File: config.mk
export PLATFORM = sky130hd
export DESIGN_NAME = lcdcs_regs
export DESIGN_NICKNAME = d
export VERILOG_FILES = /design/src/verilog/lcdcs_pkg.sv /design/src/verilog/lcdcs_regs.sv /design/src/verilog/lcdcs_level_cell.sv
export SDC_FILE = /design/constraint.sdc
export NUM_CORES = 1
export LEC_CHECK = 0
export BUFFER_PORTS_ARGS = -buffer_cell sky130_fd_sc_hd__buf_2
export CORE_ASPECT_RATIO = 1.2
export CORE_MARGIN = 2
export CORE_UTILIZATION = 49
export DETAILED_ROUTE_END_ITERATION = 8
export GPL_ROUTABILITY_DRIVEN = 0
export PLACE_DENSITY = 0.8
export SLEW_MARGIN = 15
export SYNTH_ARGS = -nofsm -noshare
export SYNTH_HDL_FRONTEND = slang
export SYNTH_SLANG_ARGS = --single-unit
export TNS_END_PERCENT = 100
File: constraint.sdc
create_clock -name sys_clk_in -period 2.7 [get_ports sys_clk_in]
set_input_delay 0.27 -clock sys_clk_in [delete_from_list [all_inputs] [get_ports sys_clk_in]]
set_output_delay 0.27 -clock sys_clk_in [all_outputs]
set_load 0.03 [all_outputs]
File: src/verilog/lcdcs_pkg.sv
// Package with the offsets, field layouts, reset values and level codes of the LCD drive bank.
package lcdcs_pkg;

  // ----------------------------------------------------------------------------
  // Register map
  // ----------------------------------------------------------------------------
  localparam int LCDCS_ADDR_W = 4;
  localparam int LCDCS_DATA_W = 8;
  localparam int LCDCS_NPIN = 20;
  localparam logic [3:0] LCDCS_OFF_CTRL = 4'h0;
  localparam logic [3:0] LCDCS_OFF_SEL_LOW = 4'h1;
  localparam logic [3:0] LCDCS_OFF_SEL_MID = 4'h2;
  localparam logic [3:0] LCDCS_OFF_SEL_HIGH = 4'h3;

  // ----------------------------------------------------------------------------
  // Field positions
  // ----------------------------------------------------------------------------
  localparam int LCDCS_CTRL_FRAME_BIT = 7;
  localparam int LCDCS_CTRL_BIAS_MSB = 6;
  localparam int LCDCS_CTRL_BIAS_LSB = 5;
  localparam int LCDCS_CTRL_ON_BIT = 4;
  localparam int LCDCS_SEL_HIGH_W = 6;
  localparam logic [19:0] LCDCS_PIN_IMPL = 20'hFDBCF;

  // ----------------------------------------------------------------------------
  // Reset values
  // ----------------------------------------------------------------------------
  localparam logic LCDCS_RST_FRAME = 1'h0;
  localparam logic [1:0] LCDCS_RST_BIAS = 2'h0;
  localparam logic LCDCS_RST_ON = 1'h0;
  localparam logic [7:0] LCDCS_RST_SEL_LOW = 8'h00;
  localparam logic [7:0] LCDCS_RST_SEL_MID = 8'h00;
  localparam logic [5:0] LCDCS_RST_SEL_HIGH = 6'h00;

  // ----------------------------------------------------------------------------
  // Output level codes
  // ----------------------------------------------------------------------------
  localparam logic [1:0] LCDCS_LVL_VSS = 2'h0;
  localparam logic [1:0] LCDCS_LVL_THIRD = 2'h1;
  localparam logic [1:0] LCDCS_LVL_TWO_THIRDS = 2'h2;
  localparam logic [1:0] LCDCS_LVL_VDD = 2'h3;

  typedef logic [LCDCS_NPIN-1:0][1:0] lcdcs_levels_t;

  typedef struct packed {
    logic frame;
    logic [1:0] bias;
    logic on;
    logic [7:0] sel_low;
    logic [7:0] sel_mid;
    logic [5:0] sel_high;
    logic [7:0] rdata;
    logic [LCDCS_NPIN-1:0] active;
    lcdcs_levels_t level;
  } lcdcs_state_t;

endpackage

File: src/verilog/lcdcs_regs.sv
// Control register bank and drive level generator for the shared LCD common/segment pins.
//
// Added by the designer: strobed register access and the placing of the registers.
`timescale 1ns/100ps
module lcdcs_regs
  import lcdcs_pkg::*;
#(
  parameter int NPIN = LCDCS_NPIN
) (
  input wire logic sys_clk_in, // System clock, 100 MHz
  input wire logic reset_in, // Asynchronous reset, active high
  input wire logic [LCDCS_ADDR_W-1:0] reg_addr_in, // Register address
  input wire logic [LCDCS_DATA_W-1:0] reg_wdata_in, // Write data
  input wire logic reg_wr_in, // Write strobe
  input wire logic reg_rd_in, // Read strobe
  output logic [LCDCS_DATA_W-1:0] reg_rdata_out, // Read data, cycle after strobe
  input wire logic [NPIN-1:0] io_data_in, // Shared I/O data bits per pin
  input wire logic [NPIN-1:0] lcd_func_in, // Pin mux hands pin to LCD stage
  output logic lcd_driver_on_out, // Driver master enable
  output logic frame_out, // Current frame phase
  output logic [1:0] bias_resistor_select_out, // Bias ladder code
  output logic [3:0] bias_ladder_out, // One-hot ladder switch, bit 0 highest R
  output logic [NPIN-1:0] common_or_segment_role_out, // 0 common, 1 segment
  output logic [NPIN-1:0] pin_active_out, // Pin driven by LCD stage
  output lcdcs_levels_t pin_level_out // Level code per pin
);

  // ----------------------------------------------------------------------------
  // State
  // ----------------------------------------------------------------------------
  lcdcs_state_t st;
  lcdcs_state_t next_st;
  logic [NPIN-1:0] role;
  logic [NPIN-1:0] next_active;
  lcdcs_levels_t next_level;
  logic [LCDCS_DATA_W-1:0] read_mux;

  // Pins 4, 5, 10 and 13 have no select bit; they stay common and idle.
  assign role = {st.sel_high[3:0], st.sel_mid[7:6], 1'b0, st.sel_mid[4:3], 1'b0,
                 st.sel_mid[1:0], st.sel_low[7:6], 2'b00, st.sel_low[3:0]};

  // Direction registers are deliberately not looked at here.
  assign next_active = {NPIN{st.on}} & lcd_func_in & LCDCS_PIN_IMPL;

  // ----------------------------------------------------------------------------
  // Per-pin level selection
  // ----------------------------------------------------------------------------
  genvar gi;
  generate
    for (gi = 0; gi < NPIN; gi++) begin : g_pin
      lcdcs_level_cell u_cell (
        .active_in(next_active[gi]),
        .frame_in(st.frame),
        .role_in(role[gi]),
        .data_in(io_data_in[gi]),
        .level_out(next_level[gi])
      );
    end
  endgenerate

  // ----------------------------------------------------------------------------
  // Read multiplexer
  // ----------------------------------------------------------------------------
  always_comb begin
    case (reg_addr_in)
      LCDCS_OFF_CTRL: begin
        read_mux = {st.frame, st.bias, st.on, 4'h0};
      end
      LCDCS_OFF_SEL_LOW: begin
        read_mux = st.sel_low;
      end
      LCDCS_OFF_SEL_MID: begin
        read_mux = st.sel_mid;
      end
      LCDCS_OFF_SEL_HIGH: begin
        read_mux = {2'h0, st.sel_high};
      end
      default: begin
        read_mux = 8'h00;
      end
    endcase
  end

  // ----------------------------------------------------------------------------
  // Next state
  // ----------------------------------------------------------------------------
  always_comb begin
    next_st = st;
    next_st.rdata = reg_rd_in ? read_mux : 8'h00;
    next_st.active = next_active;
    next_st.level = next_level;
    if (reg_wr_in) begin
      case (reg_addr_in)
        LCDCS_OFF_CTRL: begin
          next_st.frame = reg_wdata_in[LCDCS_CTRL_FRAME_BIT];
          next_st.bias = reg_wdata_in[LCDCS_CTRL_BIAS_MSB:LCDCS_CTRL_BIAS_LSB];
          next_st.on = reg_wdata_in[LCDCS_CTRL_ON_BIT];
        end
        LCDCS_OFF_SEL_LOW: begin
          next_st.sel_low = reg_wdata_in;
        end
        LCDCS_OFF_SEL_MID: begin
          next_st.sel_mid = reg_wdata_in;
        end
        LCDCS_OFF_SEL_HIGH: begin
          next_st.sel_high = reg_wdata_in[LCDCS_SEL_HIGH_W-1:0];
        end
        default: begin
          next_st = next_st;
        end
      endcase
    end
  end

  always_ff @(posedge sys_clk_in or posedge reset_in) begin
    if (reset_in) begin
      st.frame <= LCDCS_RST_FRAME;
      st.bias <= LCDCS_RST_BIAS;
      st.on <= LCDCS_RST_ON;
      st.sel_low <= LCDCS_RST_SEL_LOW;
      st.sel_mid <= LCDCS_RST_SEL_MID;
      st.sel_high <= LCDCS_RST_SEL_HIGH;
      st.rdata <= 8'h00;
      st.active <= '0;
      st.level <= '0;
    end else begin
      st <= next_st;
    end
  end

  // ----------------------------------------------------------------------------
  // Outputs
  // ----------------------------------------------------------------------------
  assign reg_rdata_out = st.rdata;
  assign lcd_driver_on_out = st.on;
  assign frame_out = st.frame;
  assign bias_resistor_select_out = st.bias;
  assign bias_ladder_out = 4'h1 << st.bias;
  assign common_or_segment_role_out = role;
  assign pin_active_out = st.active;
  assign pin_level_out = st.level;

  // ----------------------------------------------------------------------------
  // Assertions
  // ----------------------------------------------------------------------------
  property p_bias_ladder;
    @(posedge sys_clk_in) disable iff (reset_in)
    (reg_wr_in && reg_addr_in == LCDCS_OFF_CTRL) |=>
      (bias_ladder_out == (4'h1 << $past(reg_wdata_in[6:5])));
  endproperty
  a_bias_ladder: assert property (p_bias_ladder) else $error("bias ladder mismatch");

  property p_driver_on;
    @(posedge sys_clk_in) disable iff (reset_in)
    (reg_wr_in && reg_addr_in == LCDCS_OFF_CTRL) |=>
      (lcd_driver_on_out == $past(reg_wdata_in[4]));
  endproperty
  a_driver_on: assert property (p_driver_on) else $error("driver-on bit not taken");

  property p_off_ground;
    @(posedge sys_clk_in) disable iff (reset_in)
    !lcd_driver_on_out |=> (pin_level_out == '0) && (pin_active_out == '0);
  endproperty
  a_off_ground: assert property (p_off_ground) else $error("pin driven while off");

  property p_ctrl_low_zero;
    @(posedge sys_clk_in) disable iff (reset_in)
    (reg_rd_in && reg_addr_in == LCDCS_OFF_CTRL) |=>
      (reg_rdata_out[3:0] == 4'h0) && (reg_rdata_out[4] == lcd_driver_on_out);
  endproperty
  a_ctrl_low_zero: assert property (p_ctrl_low_zero) else $error("control readback wrong");

  property p_role_low;
    @(posedge sys_clk_in) disable iff (reset_in)
    (reg_wr_in && reg_addr_in == LCDCS_OFF_SEL_LOW) |=>
      (common_or_segment_role_out[7:6] == $past(reg_wdata_in[7:6])) &&
      (common_or_segment_role_out[3:0] == $past(reg_wdata_in[3:0]));
  endproperty
  a_role_low: assert property (p_role_low) else $error("low role select wrong");

  property p_role_mid;
    @(posedge sys_clk_in) disable iff (reset_in)
    (reg_wr_in && reg_addr_in == LCDCS_OFF_SEL_MID) |=>
      (common_or_segment_role_out[15:14] == $past(reg_wdata_in[7:6])) &&
      (common_or_segment_role_out[12:11] == $past(reg_wdata_in[4:3])) &&
      (common_or_segment_role_out[9:8] == $past(reg_wdata_in[1:0]));
  endproperty
  a_role_mid: assert property (p_role_mid) else $error("mid role select wrong");

  property p_role_high;
    @(posedge sys_clk_in) disable iff (reset_in)
    (reg_wr_in && reg_addr_in == LCDCS_OFF_SEL_HIGH) |=>
      (common_or_segment_role_out[19:16] == $past(reg_wdata_in[3:0]));
  endproperty
  a_role_high: assert property (p_role_high) else $error("high role select wrong");

  property p_high_top_zero;
    @(posedge sys_clk_in) disable iff (reset_in)
    (reg_rd_in && reg_addr_in == LCDCS_OFF_SEL_HIGH) |=>
      (reg_rdata_out[7:6] == 2'h0) && (reg_rdata_out[3:0] == common_or_segment_role_out[19:16]);
  endproperty
  a_high_top_zero: assert property (p_high_top_zero) else $error("high select top bits");

  property p_frame_level;
    @(posedge sys_clk_in) disable iff (reset_in)
    (lcd_driver_on_out && lcd_func_in[1] && !common_or_segment_role_out[1] && io_data_in[1]) |=>
      (pin_level_out[1] == ($past(frame_out) ? LCDCS_LVL_VSS : LCDCS_LVL_VDD));
  endproperty
  a_frame_level: assert property (p_frame_level) else $error("common rail wrong");

  property p_bias_level;
    @(posedge sys_clk_in) disable iff (reset_in)
    (lcd_driver_on_out && lcd_func_in[16] && common_or_segment_role_out[16] && !io_data_in[16]) |=>
      (pin_level_out[16] == ($past(frame_out) ? LCDCS_LVL_THIRD : LCDCS_LVL_TWO_THIRDS));
  endproperty
  a_bias_level: assert property (p_bias_level) else $error("segment bias wrong");

  property p_active;
    @(posedge sys_clk_in) disable iff (reset_in)
    ##1 (pin_active_out == ($past({NPIN{lcd_driver_on_out}}) & $past(lcd_func_in) & LCDCS_PIN_IMPL));
  endproperty
  a_active: assert property (p_active) else $error("pin active wrong");

  property p_reset_zero;
    @(posedge sys_clk_in)
    $fell(reset_in) |-> !lcd_driver_on_out && !frame_out && (bias_resistor_select_out == 2'h0) &&
      (common_or_segment_role_out == '0);
  endproperty
  a_reset_zero: assert property (p_reset_zero) else $error("reset values wrong");

  // ----------------------------------------------------------------------------
  // Bus and pin level cross-checks
  // ----------------------------------------------------------------------------
  property p_bias_select;
    @(posedge sys_clk_in) disable iff (reset_in)
    (reg_wr_in && reg_addr_in == LCDCS_OFF_CTRL) |=>
      (bias_resistor_select_out == $past(reg_wdata_in[6:5]));
  endproperty
  a_bias_select: assert property (p_bias_select) else $error("bias code wrong");

  property p_ladder_hot;
    @(posedge sys_clk_in) disable iff (reset_in)
    $onehot(bias_ladder_out);
  endproperty
  a_ladder_hot: assert property (p_ladder_hot) else $error("ladder not one-hot");

  // Control outputs move only on a control write; a stray change would flicker the panel.
  property p_ctrl_hold;
    @(posedge sys_clk_in) disable iff (reset_in)
    !(reg_wr_in && reg_addr_in == LCDCS_OFF_CTRL) |=>
      $stable(lcd_driver_on_out) && $stable(frame_out) && $stable(bias_resistor_select_out);
  endproperty
  a_ctrl_hold: assert property (p_ctrl_hold) else $error("control moved");

  property p_frame_taken;
    @(posedge sys_clk_in) disable iff (reset_in)
    (reg_wr_in && reg_addr_in == LCDCS_OFF_CTRL) |=>
      (frame_out == $past(reg_wdata_in[7]));
  endproperty
  a_frame_taken: assert property (p_frame_taken) else $error("frame not taken");

  property p_low_read;
    @(posedge sys_clk_in) disable iff (reset_in)
    (reg_rd_in && reg_addr_in == LCDCS_OFF_SEL_LOW) |=>
      (reg_rdata_out[7:6] == common_or_segment_role_out[7:6]) &&
      (reg_rdata_out[3:0] == common_or_segment_role_out[3:0]);
  endproperty
  a_low_read: assert property (p_low_read) else $error("low readback wrong");

  property p_mid_read;
    @(posedge sys_clk_in) disable iff (reset_in)
    (reg_rd_in && reg_addr_in == LCDCS_OFF_SEL_MID) |=>
      (reg_rdata_out[7:6] == common_or_segment_role_out[15:14]) &&
      (reg_rdata_out[4:3] == common_or_segment_role_out[12:11]) &&
      (reg_rdata_out[1:0] == common_or_segment_role_out[9:8]);
  endproperty
  a_mid_read: assert property (p_mid_read) else $error("mid readback wrong");

  // Writes to unmapped indices must leave the pin roles alone as well.
  property p_role_hold;
    @(posedge sys_clk_in) disable iff (reset_in)
    (!reg_wr_in || reg_addr_in == LCDCS_OFF_CTRL || reg_addr_in > LCDCS_OFF_SEL_HIGH) |=>
      $stable(common_or_segment_role_out);
  endproperty
  a_role_hold: assert property (p_role_hold) else $error("role moved");

  property p_unmapped_read;
    @(posedge sys_clk_in) disable iff (reset_in)
    (reg_rd_in && reg_addr_in > LCDCS_OFF_SEL_HIGH) |=> (reg_rdata_out == 8'h00);
  endproperty
  a_unmapped_read: assert property (p_unmapped_read) else $error("unmapped read");

  // Stale read data would look like a second read to a master that samples late.
  property p_rdata_idle;
    @(posedge sys_clk_in) disable iff (reset_in)
    !reg_rd_in |=> (reg_rdata_out == 8'h00);
  endproperty
  a_rdata_idle: assert property (p_rdata_idle) else $error("read data not idle");

  property p_seg_rail;
    @(posedge sys_clk_in) disable iff (reset_in)
    (lcd_driver_on_out && lcd_func_in[16] && common_or_segment_role_out[16] && io_data_in[16]) |=>
      (pin_level_out[16] == ($past(frame_out) ? LCDCS_LVL_VDD : LCDCS_LVL_VSS));
  endproperty
  a_seg_rail: assert property (p_seg_rail) else $error("segment rail wrong");

  property p_com_bias;
    @(posedge sys_clk_in) disable iff (reset_in)
    (lcd_driver_on_out && lcd_func_in[1] && !common_or_segment_role_out[1] && !io_data_in[1]) |=>
      (pin_level_out[1] == ($past(frame_out) ? LCDCS_LVL_TWO_THIRDS : LCDCS_LVL_THIRD));
  endproperty
  a_com_bias: assert property (p_com_bias) else $error("common bias wrong");

  property p_unshared_pin;
    @(posedge sys_clk_in) disable iff (reset_in)
    !lcd_func_in[0] |=>
      (pin_level_out[0] == LCDCS_LVL_VSS) && !pin_active_out[0];
  endproperty
  a_unshared_pin: assert property (p_unshared_pin) else $error("pin 0 driven");

  property p_gap_pins;
    @(posedge sys_clk_in) disable iff (reset_in)
    (pin_active_out[5:4] == 2'h0) && !pin_active_out[10] && !pin_active_out[13] &&
      (common_or_segment_role_out[5:4] == 2'h0) && !common_or_segment_role_out[13];
  endproperty
  a_gap_pins: assert property (p_gap_pins) else $error("gap pin used");

  // Reset must leave every pin at ground before software has written anything.
  property p_reset_out;
    @(posedge sys_clk_in)
    $fell(reset_in) |-> (reg_rdata_out == 8'h00) && (pin_active_out == '0) &&
      (pin_level_out == '0) && (bias_ladder_out == 4'h1);
  endproperty
  a_reset_out: assert property (p_reset_out) else $error("reset outputs wrong");

endmodule

File: src/verilog/lcdcs_level_cell.sv
// Per-pin selector of the drive level for one shared common or segment pin.
`timescale 1ns/100ps
module lcdcs_level_cell
  import lcdcs_pkg::*;
(
  input wire logic active_in, // Pin is driven by the LCD stage
  input wire logic frame_in, // Output frame phase
  input wire logic role_in, // 0 common, 1 segment
  input wire logic data_in, // Shared I/O data bit of the pin
  output logic [1:0] level_out // Chosen drive level code
);

  logic upper_set;

  // A segment pin in one frame uses the rail set of a common pin in the other.
  assign upper_set = ~(frame_in ^ role_in);

  always_comb begin
    if (!active_in) begin
      level_out = LCDCS_LVL_VSS;
    end else if (upper_set) begin
      level_out = data_in ? LCDCS_LVL_VDD : LCDCS_LVL_THIRD;
    end else begin
      level_out = data_in ? LCDCS_LVL_VSS : LCDCS_LVL_TWO_THIRDS;
    end
  end

endmodule

## Word-level counts from Yosys, hierarchy flattened

Cells that the tools add are included.

| cells by class | value |
|---|---|
| reductions and logical operators | 5 |
| bitwise operators | 17 |
| equality and inequality tests | 3 |
| muxes and demuxes | 66 |
| shifts and indexed selects | 1 |

Operator list:

| cell | count |
|---|---|
| $mux W2 | 64 |
| $pmux W8 S4 | 1 |
| $and A20 B20 Y20 | 1 |
| $xor A1 B1 Y1 | 16 |
| $eq A4 B2 Y1 const B | 2 |
| $mux W8 | 1 |
| $reduce_and A2 Y1 | 4 |
| $eq A4 B1 Y1 const B | 1 |
| $logic_not A4 Y1 | 1 |
| $shl A1 B2 Y4 const A | 1 |

| storage, ports and cells | value |
|---|---|
| bits in registers | 94 |
| output and inout bits | 96 |

## Depth between registers and ports, before layout

Gate-level depths: netlist of the first run.

| depth | value |
|---|---|
| depth in word-level cells | 3 |
| gate-level depth with buffers | 5 |
| gate-level depth less buffers | 3 |

## Cells and area by module

A second synthesis of the first run with hierarchy kept.

| second synthesis, totals | value |
|---|---|
| cell total of the unflattened synthesis | 364 |
| area total of the unflattened synthesis | 4372.9 µm² |

Modules (own cells, without submodules):

| module | area each (µm²) | cells an instance | times used |
|---|---|---|---|
| lcdcs_regs | 3647.2 | 264 | 1 |
| lcdcs_level_cell | 36.3 | 5 | 20 |

## Least setup slack after synthesis of the first run

Ideal clock, no wire load.

| timing path | value |
|---|---|
| path type | reg2reg |
| start | register st (netlist bit lcd_driver_on_out) |
| end | register st (netlist bit reg_rdata_out[4]) |
| arrival time | 1.302 ns |
| period minus slack after synthesis | 1.422 ns |
| stages on the path, launching flop included | 4 |
| path slack | 1.278 ns |
| setup time | 0.120 ns |
| path through | dfrtp_1 > clkbuf_1 > mux4_2 > and3_1 |

RTL lines:

| element | line | text |
|---|---|---|
| from (decl) | lcdcs_regs.sv:31 | `lcdcs_state_t st;` |
| from (signal assigned) | lcdcs_regs.sv:127 | `st <= next_st;` |

## Worst setup path in the final report of the first run

| timing path | value |
|---|---|
| start | register st (netlist bit frame_out) |
| end | output frame_out |

RTL lines:

| element | line | text |
|---|---|---|
| to (decl) | lcdcs_regs.sv:20 | `output logic frame_out,` |

No word-level cell between the ends.

==> results of run 1 <==
[metal layers]
| layer | vias up | GRT usage (%) | wire length (um) |
|---|---|---|---|
| li1 | 1070 | - | - |
| met1 | 1110 | 19.0 | 2680 |
| met2 | 78 | 30.0 | 3900 |
| met3 | 5 | 3.59 | 373 |
| met4 | 0 | 7.33 | 66 |
| met5 | - | 0 | 0 |
[Yosys cell counts, drive strengths merged]
master,instances
nor3b,1
a22oi,4
inv,17
clkbuf,1
and3,3
mux4,2
conb,1
xnor2,16
a2bb2oi,2
and2,1
dfrtp,82
nor2b,4
nor2,41
mux2,30
nand2,20
xor2,16
buf,96
mux2i,2
[per-stage QoR]
step                      instances  instance area, um^2  setup slack (ps)  util (%)
final                           494                 4240               668      55.0
after global placement          478                 3990              1060      51.7
after floorplan                 354                 3960               322         -
after global routing            494                 4240               582      55.0
after detailed placement        478                 3990              1020      51.7
after CTS                       494                 4240               664      55.0
[registers in the layout, summed over array words and instances, names as in the netlist]
| register | count |
|---|---|
| reg_rdata_out | 8 |
| frame_out | 1 |
| common_or_segment_role_out | 16 |
| st | 6 |
| lcd_driver_on_out | 1 |
| bias_resistor_select_out | 2 |
| pin_level_out | 32 |
| pin_active_out | 16 |
[cell type report]
cell class	instances	area (um^2)
Clock inverter	4	97.6
Fill cell	701	3470
Timing Repair Buffer	129	651
Tap cell	92	115
Inverter	17	65.1
Multi-Input combinational cell	158	1100
Sequential cell	82	2050
Clock buffer	12	155
[kinds of logic (layout without fill, tap and decap cells)]
family	Yosys count	count (layout)
AND/OR/NAND/NOR	70	70
buffers and inverters	114	162
other	1	16
XOR/XNOR	32	32
multiplexers	34	34
AO/OA/AOI/OAI	6	6
flip-flops	82	82
[report_power, final]
part           switching (W)  internal, W  total (W)  leakage [nW]
sequential          0.000181      0.00143    0.00161          1.07
clock               0.000420     0.000666    0.00109         0.123
combinational       0.000760     0.000420    0.00118          1.21
total                0.00136      0.00251    0.00388          2.41
[worst max path at each step]
stage	from	to	slack [ps]	cells past startpoint
floorplan	reset_in	bias_resistor_select_out[0]$_DFFE_PP0P_	320	1
global placement	frame_out$_DFFE_PP0P_	frame_out	1060	1
detailed placement	frame_out$_DFFE_PP0P_	pin_level_out[19]$_DFF_PP0_	1020	3
CTS	frame_out$_DFFE_PP0P_	frame_out	660	1
global route	frame_out$_DFFE_PP0P_	frame_out	580	1
finish	frame_out$_DFFE_PP0P_	frame_out	670	1
==> results.tsv, run 1 <==
stage	metric	value	unit
critical_path	crit_buf_inv	1	
clock_tree	clock_latency	340	ps
die	std_cell_rows	35	
detailed_routing	viasPerCell	4.58	
grt	grt_pass1_wl	10.9	mm
die	die_y	102	um
critical_path	reg2reg_to	pin_level_out[37]$_DFF_PP0_	
sta	maxSlewHeadroom	27.6	%
sta	finalSetupTns	0	ps
layout	mostFrequentLayoutCells	buf_2 (127), dfrtp_1 (82), nor2_1 (41), mux2_2 (30), nand2_1 (18)	
sta	whs	47.0	ps
grt	grt_pass1_vias	2239	
sta	period_needed	2030	ps
critical_path	endpoint_kind	output pin	
yosys	synth_xor_area_share	7.19	%
yosys	syn_area	3900	um^2
critical_path	worst-r2r-setup-slack	1000	ps
layout	final_common_cell	buf_2	
sta	finClkSkew	11.6	ps
detailed_routing	drc_errors	0	
yosys	synth-simple-area-share	8.02	%
layout	final_nets	453	
critical_path	r2r_start	frame_out$_DFFE_PP0P_	
sta	hold_viol_final	0	
min_path	hold_path_class	in -> async	
detailed_routing	drt_wl_total	7.03	mm
yosys	synth.area.mux_share	10.3	%
clock_tree	hold_buffers	0	
die	die_w	85.4	um
sta	finalCritPeriodShare	75.3	%
yosys	syn_area_per_cell	11.5	um^2
detailed_routing	drt_pass1_iterations	4	
die	initial_core_util	50.6	%
clock_tree	htree_levels	3	
yosys	yosys_warnings	0	
sta	setup_viol	0	
clock_tree	clock-sinks	82	
critical_path	cpPeakStageDelay	1070	ps
clock_tree	cts_post_setup_buffers_inserted	0	
grt	grt_overflow	0	
sta	fmax	0.492	GHz
placement	hpwl	5.17	mm
yosys	ys_seq_area_share	52.6	%
critical_path	cp_max_fo	19	
yosys	synth_top_family_by_area	buffers and inverters	
yosys	synth_compound_gate_area_share	1.22	%
grt	grt_max_degree	50	
yosys	synth.distinct_cells	23	
critical_path	worstPathArrival	1760	ps
detailed_routing	wl_per_cell	14.2	um
critical_path	crit_slowest_cell	dfrtp_1	
clock_tree	post_cts_resized	0	
yosys	synth_cells	339	
flow_run	maxCapViolations	0	
outcome	status	finished clean	
layout	area_delta_synth_final	8.69	%
yosys	yosys.area_share.adder	0	%
die	io_pins	152	
power_and_ir_drop	leakage	2.41	nW
sta	worstMarginPinSlew	1090	ps
yosys	ys_seq_elements	82	
power_and_ir_drop	power_density	914	nW/um^2
detailed_routing	ant_nets	0	
yosys	synth.largest_area_cell	dfrtp_1	
detailed_routing	vias	2263	
layout	drive_gt1_share	45.3	%
critical_path	start_kind	flip-flop	
layout	num_antenna_cells	0	
grt	grt_usage	16.7	%
clock_tree	clk_pin_slew	80	ps
clock_tree	numCtsBuffers	9	
sta	slew_viol_final	0	
critical_path	worstSetupPathType	reg -> out	
power_and_ir_drop	vdd_drop_max	0.444	mV
power_and_ir_drop	power	0.00388	W
clock_tree	cts_buffer_depth	2	
die	dieArea	8690	um^2
critical_path	required	2430	ps
placement	port_buffers	127	
detailed_routing	drt_iter0_drc	50	
clock_tree	clock-root-buffer	clkbuf_8	
clock_tree	cts_tree	yes	
critical_path	path_delay_family	flip-flops	
sta	rsz0062_at_grt	false	
die	core-area	7710	um^2
yosys	yosys.area.top_type_share	52.6	%
yosys	synth_area_leaders	dfrtp_1 (53%), buf_4 (18%), mux2_2 (8.7%)	
critical_path	worst_r2r_path_depth	3	
critical_path	cp_cell_sequence	buf_2	
grt	grt_antenna_before_repair	0	
Note: power is estimated with default switching activity, not from simulation.
==> run 2, diff against run 1 <==
Clock period 2.7 ns to 2.1 ns, I/O delays scaled along.
==> results.tsv, run 2 (synthesis results as in run 1) <==
stage	metric	value	unit
outcome	status	finished clean	
critical_path	crit_slowest_cell	dfrtp_1	
layout	seqCellArea	2050	um^2
critical_path	crit_buf_inv	1	
die	dieArea	8690	um^2
layout	multi_input_area	1100	um^2
detailed_routing	viasPerCell	4.58	
layout	area_delta_synth_final	8.85	%
placement	hpwl	5.07	mm
power_and_ir_drop	leakage	2.41	nW
grt	grt_usage	16.4	%
clock_tree	clk_pin_slew	80	ps
min_path	holdPathStages	3	
detailed_routing	drt_iter0_drc	70	
detailed_routing	drc_errors	0	
die	die_w	85.4	um
grt	grt_max_degree	83	
die	io_pins	152	
critical_path	cpPeakStageDelay	540	ps
placement	port_buffers	127	
sta	finalCritPeriodShare	65.0	%
layout	fin_area	4250	um^2
clock_tree	hold_buffers	1	
critical_path	worst_r2r_path_depth	2	
critical_path	endpoint_kind	output pin	
placement	dpl.cell_count	480	
layout	num_antenna_cells	0	
layout	instances_no_fill	497	
clock_tree	numCtsBuffers	9	
min_path	hold_end	pin_active_out[3]$_DFF_PP0_	
sta	finClkSkew	5.69	ps
power_and_ir_drop	vdd_drop_max	0.598	mV
die	die_y	102	um
sta	rsz0062_at_grt	false	
layout	mostFrequentLayoutCells	buf_2 (127), dfrtp_1 (82), nor2_1 (41), mux2_2 (30), nand2_1 (18)	
min_path	hold_path_class	in -> reg	
die	core-area	7710	um^2
detailed_routing	ant_nets	0	
layout	fill_cells	670	
die	std_cell_rows	35	
clock_tree	htree_levels	3	
flow_run	maxCapViolations	0	
placement	place_area	4020	um^2
critical_path	required	1890	ps
critical_path	worst-r2r-setup-slack	810	ps
clock_tree	clock-root-buffer	clkbuf_8	
grt	grt_pass1_wl	10.9	mm
layout	utilization	55.1	%
clock_tree	clock-sinks	82	
grt	grt_pass1_vias	2300	
power_and_ir_drop	power_density	1140	nW/um^2
layout	final_common_cell	buf_2	
clock_tree	cts_post_setup_buffers_inserted	0	
clock_tree	cts_buffer_depth	2	
clock_tree	cts_tree	yes	
sta	setup_viol	0	
detailed_routing	vias	2275	
critical_path	path_delay_family	flip-flops	
critical_path	worstPathArrival	1150	ps
critical_path	reg2reg_to	reg_rdata_out[4]$_DFF_PP0_	
detailed_routing	drt_pass1_iterations	4	
grt	grt_overflow	0	
die	initial_core_util	50.6	%
sta	finalSetupTns	0	ps
min_path	holdCritStartpoint	lcd_func_in[3]	
grt	grt_antenna_before_repair	0	
critical_path	start_kind	flip-flop	
layout	drive_gt1_share	45.4	%
sta	fmax	0.733	GHz
layout	final_nets	456	
clock_tree	clock_latency	340	ps
clock_tree	post_cts_resized	0	
critical_path	cp_cell_sequence	buf_2	
sta	slew_viol_final	0	
detailed_routing	wl_per_cell	14.1	um
sta	hold_viol_final	0	
critical_path	r2r_start	lcd_driver_on_out$_DFFE_PP0P_	
critical_path	worstSetupPathType	reg -> out	
critical_path	cp_max_fo	10	
detailed_routing	drt_wl_total	6.99	mm
layout	largest_reg_flops	32	
sta	period_needed	1360	ps
run 2: power by group:
part	internal [W]	switching, W
registers	0.00184	0.000173
logic	0.000561	0.00103
clock network	0.000699	0.000542
run 2: worst max path at each step:
stage                                       start                                         end  slack [ps]  depth (start not counted)
floorplan           lcd_driver_on_out$_DFFE_PP0P_                  reg_rdata_out[4]$_DFF_PP0_         680                          3
detailed placement                 reg_addr_in[3]  common_or_segment_role_out[16]$_DFFE_PP0P_         580                          4
global placement                   reg_addr_in[3]                          st[72]$_DFFE_PP0P_         590                          4
finish              lcd_driver_on_out$_DFFE_PP0P_                           lcd_driver_on_out         740                          1
global route        lcd_driver_on_out$_DFFE_PP0P_                           lcd_driver_on_out         640                          1
CTS                 lcd_driver_on_out$_DFFE_PP0P_                           lcd_driver_on_out         700                          1
run 2: cell type report:
class                   count  share of cell area (%)
flip-flops and latches     82                    48.3
multi-input cells         158                    26.0
repair buffers            132                    16.2
clock buffers              11                    3.33
well taps                  92                    2.71
clock inverters             5                    1.83
inverters                  17                    1.59
run 2: routing by layer:
metal  share of wire (%)  GRT usage (%)  vias to the layer above
li1                    -              -                     1080
met1                  38           18.9                     1097
met2                  54           29.1                       88
met3                 6.2           3.75                       10
met4                 1.7           7.20                        0
met5                   0              0                        -
run 2: stage by stage:
step	hold slack [ps]	power, W	worst slack, ps
after floorplan	346	0.00356	678
after global placement	352	0.00362	595
final	91.4	0.00485	736
after global routing	84.9	0.00510	639
after CTS	77.0	0.00491	698
after detailed placement	370	0.00366	585
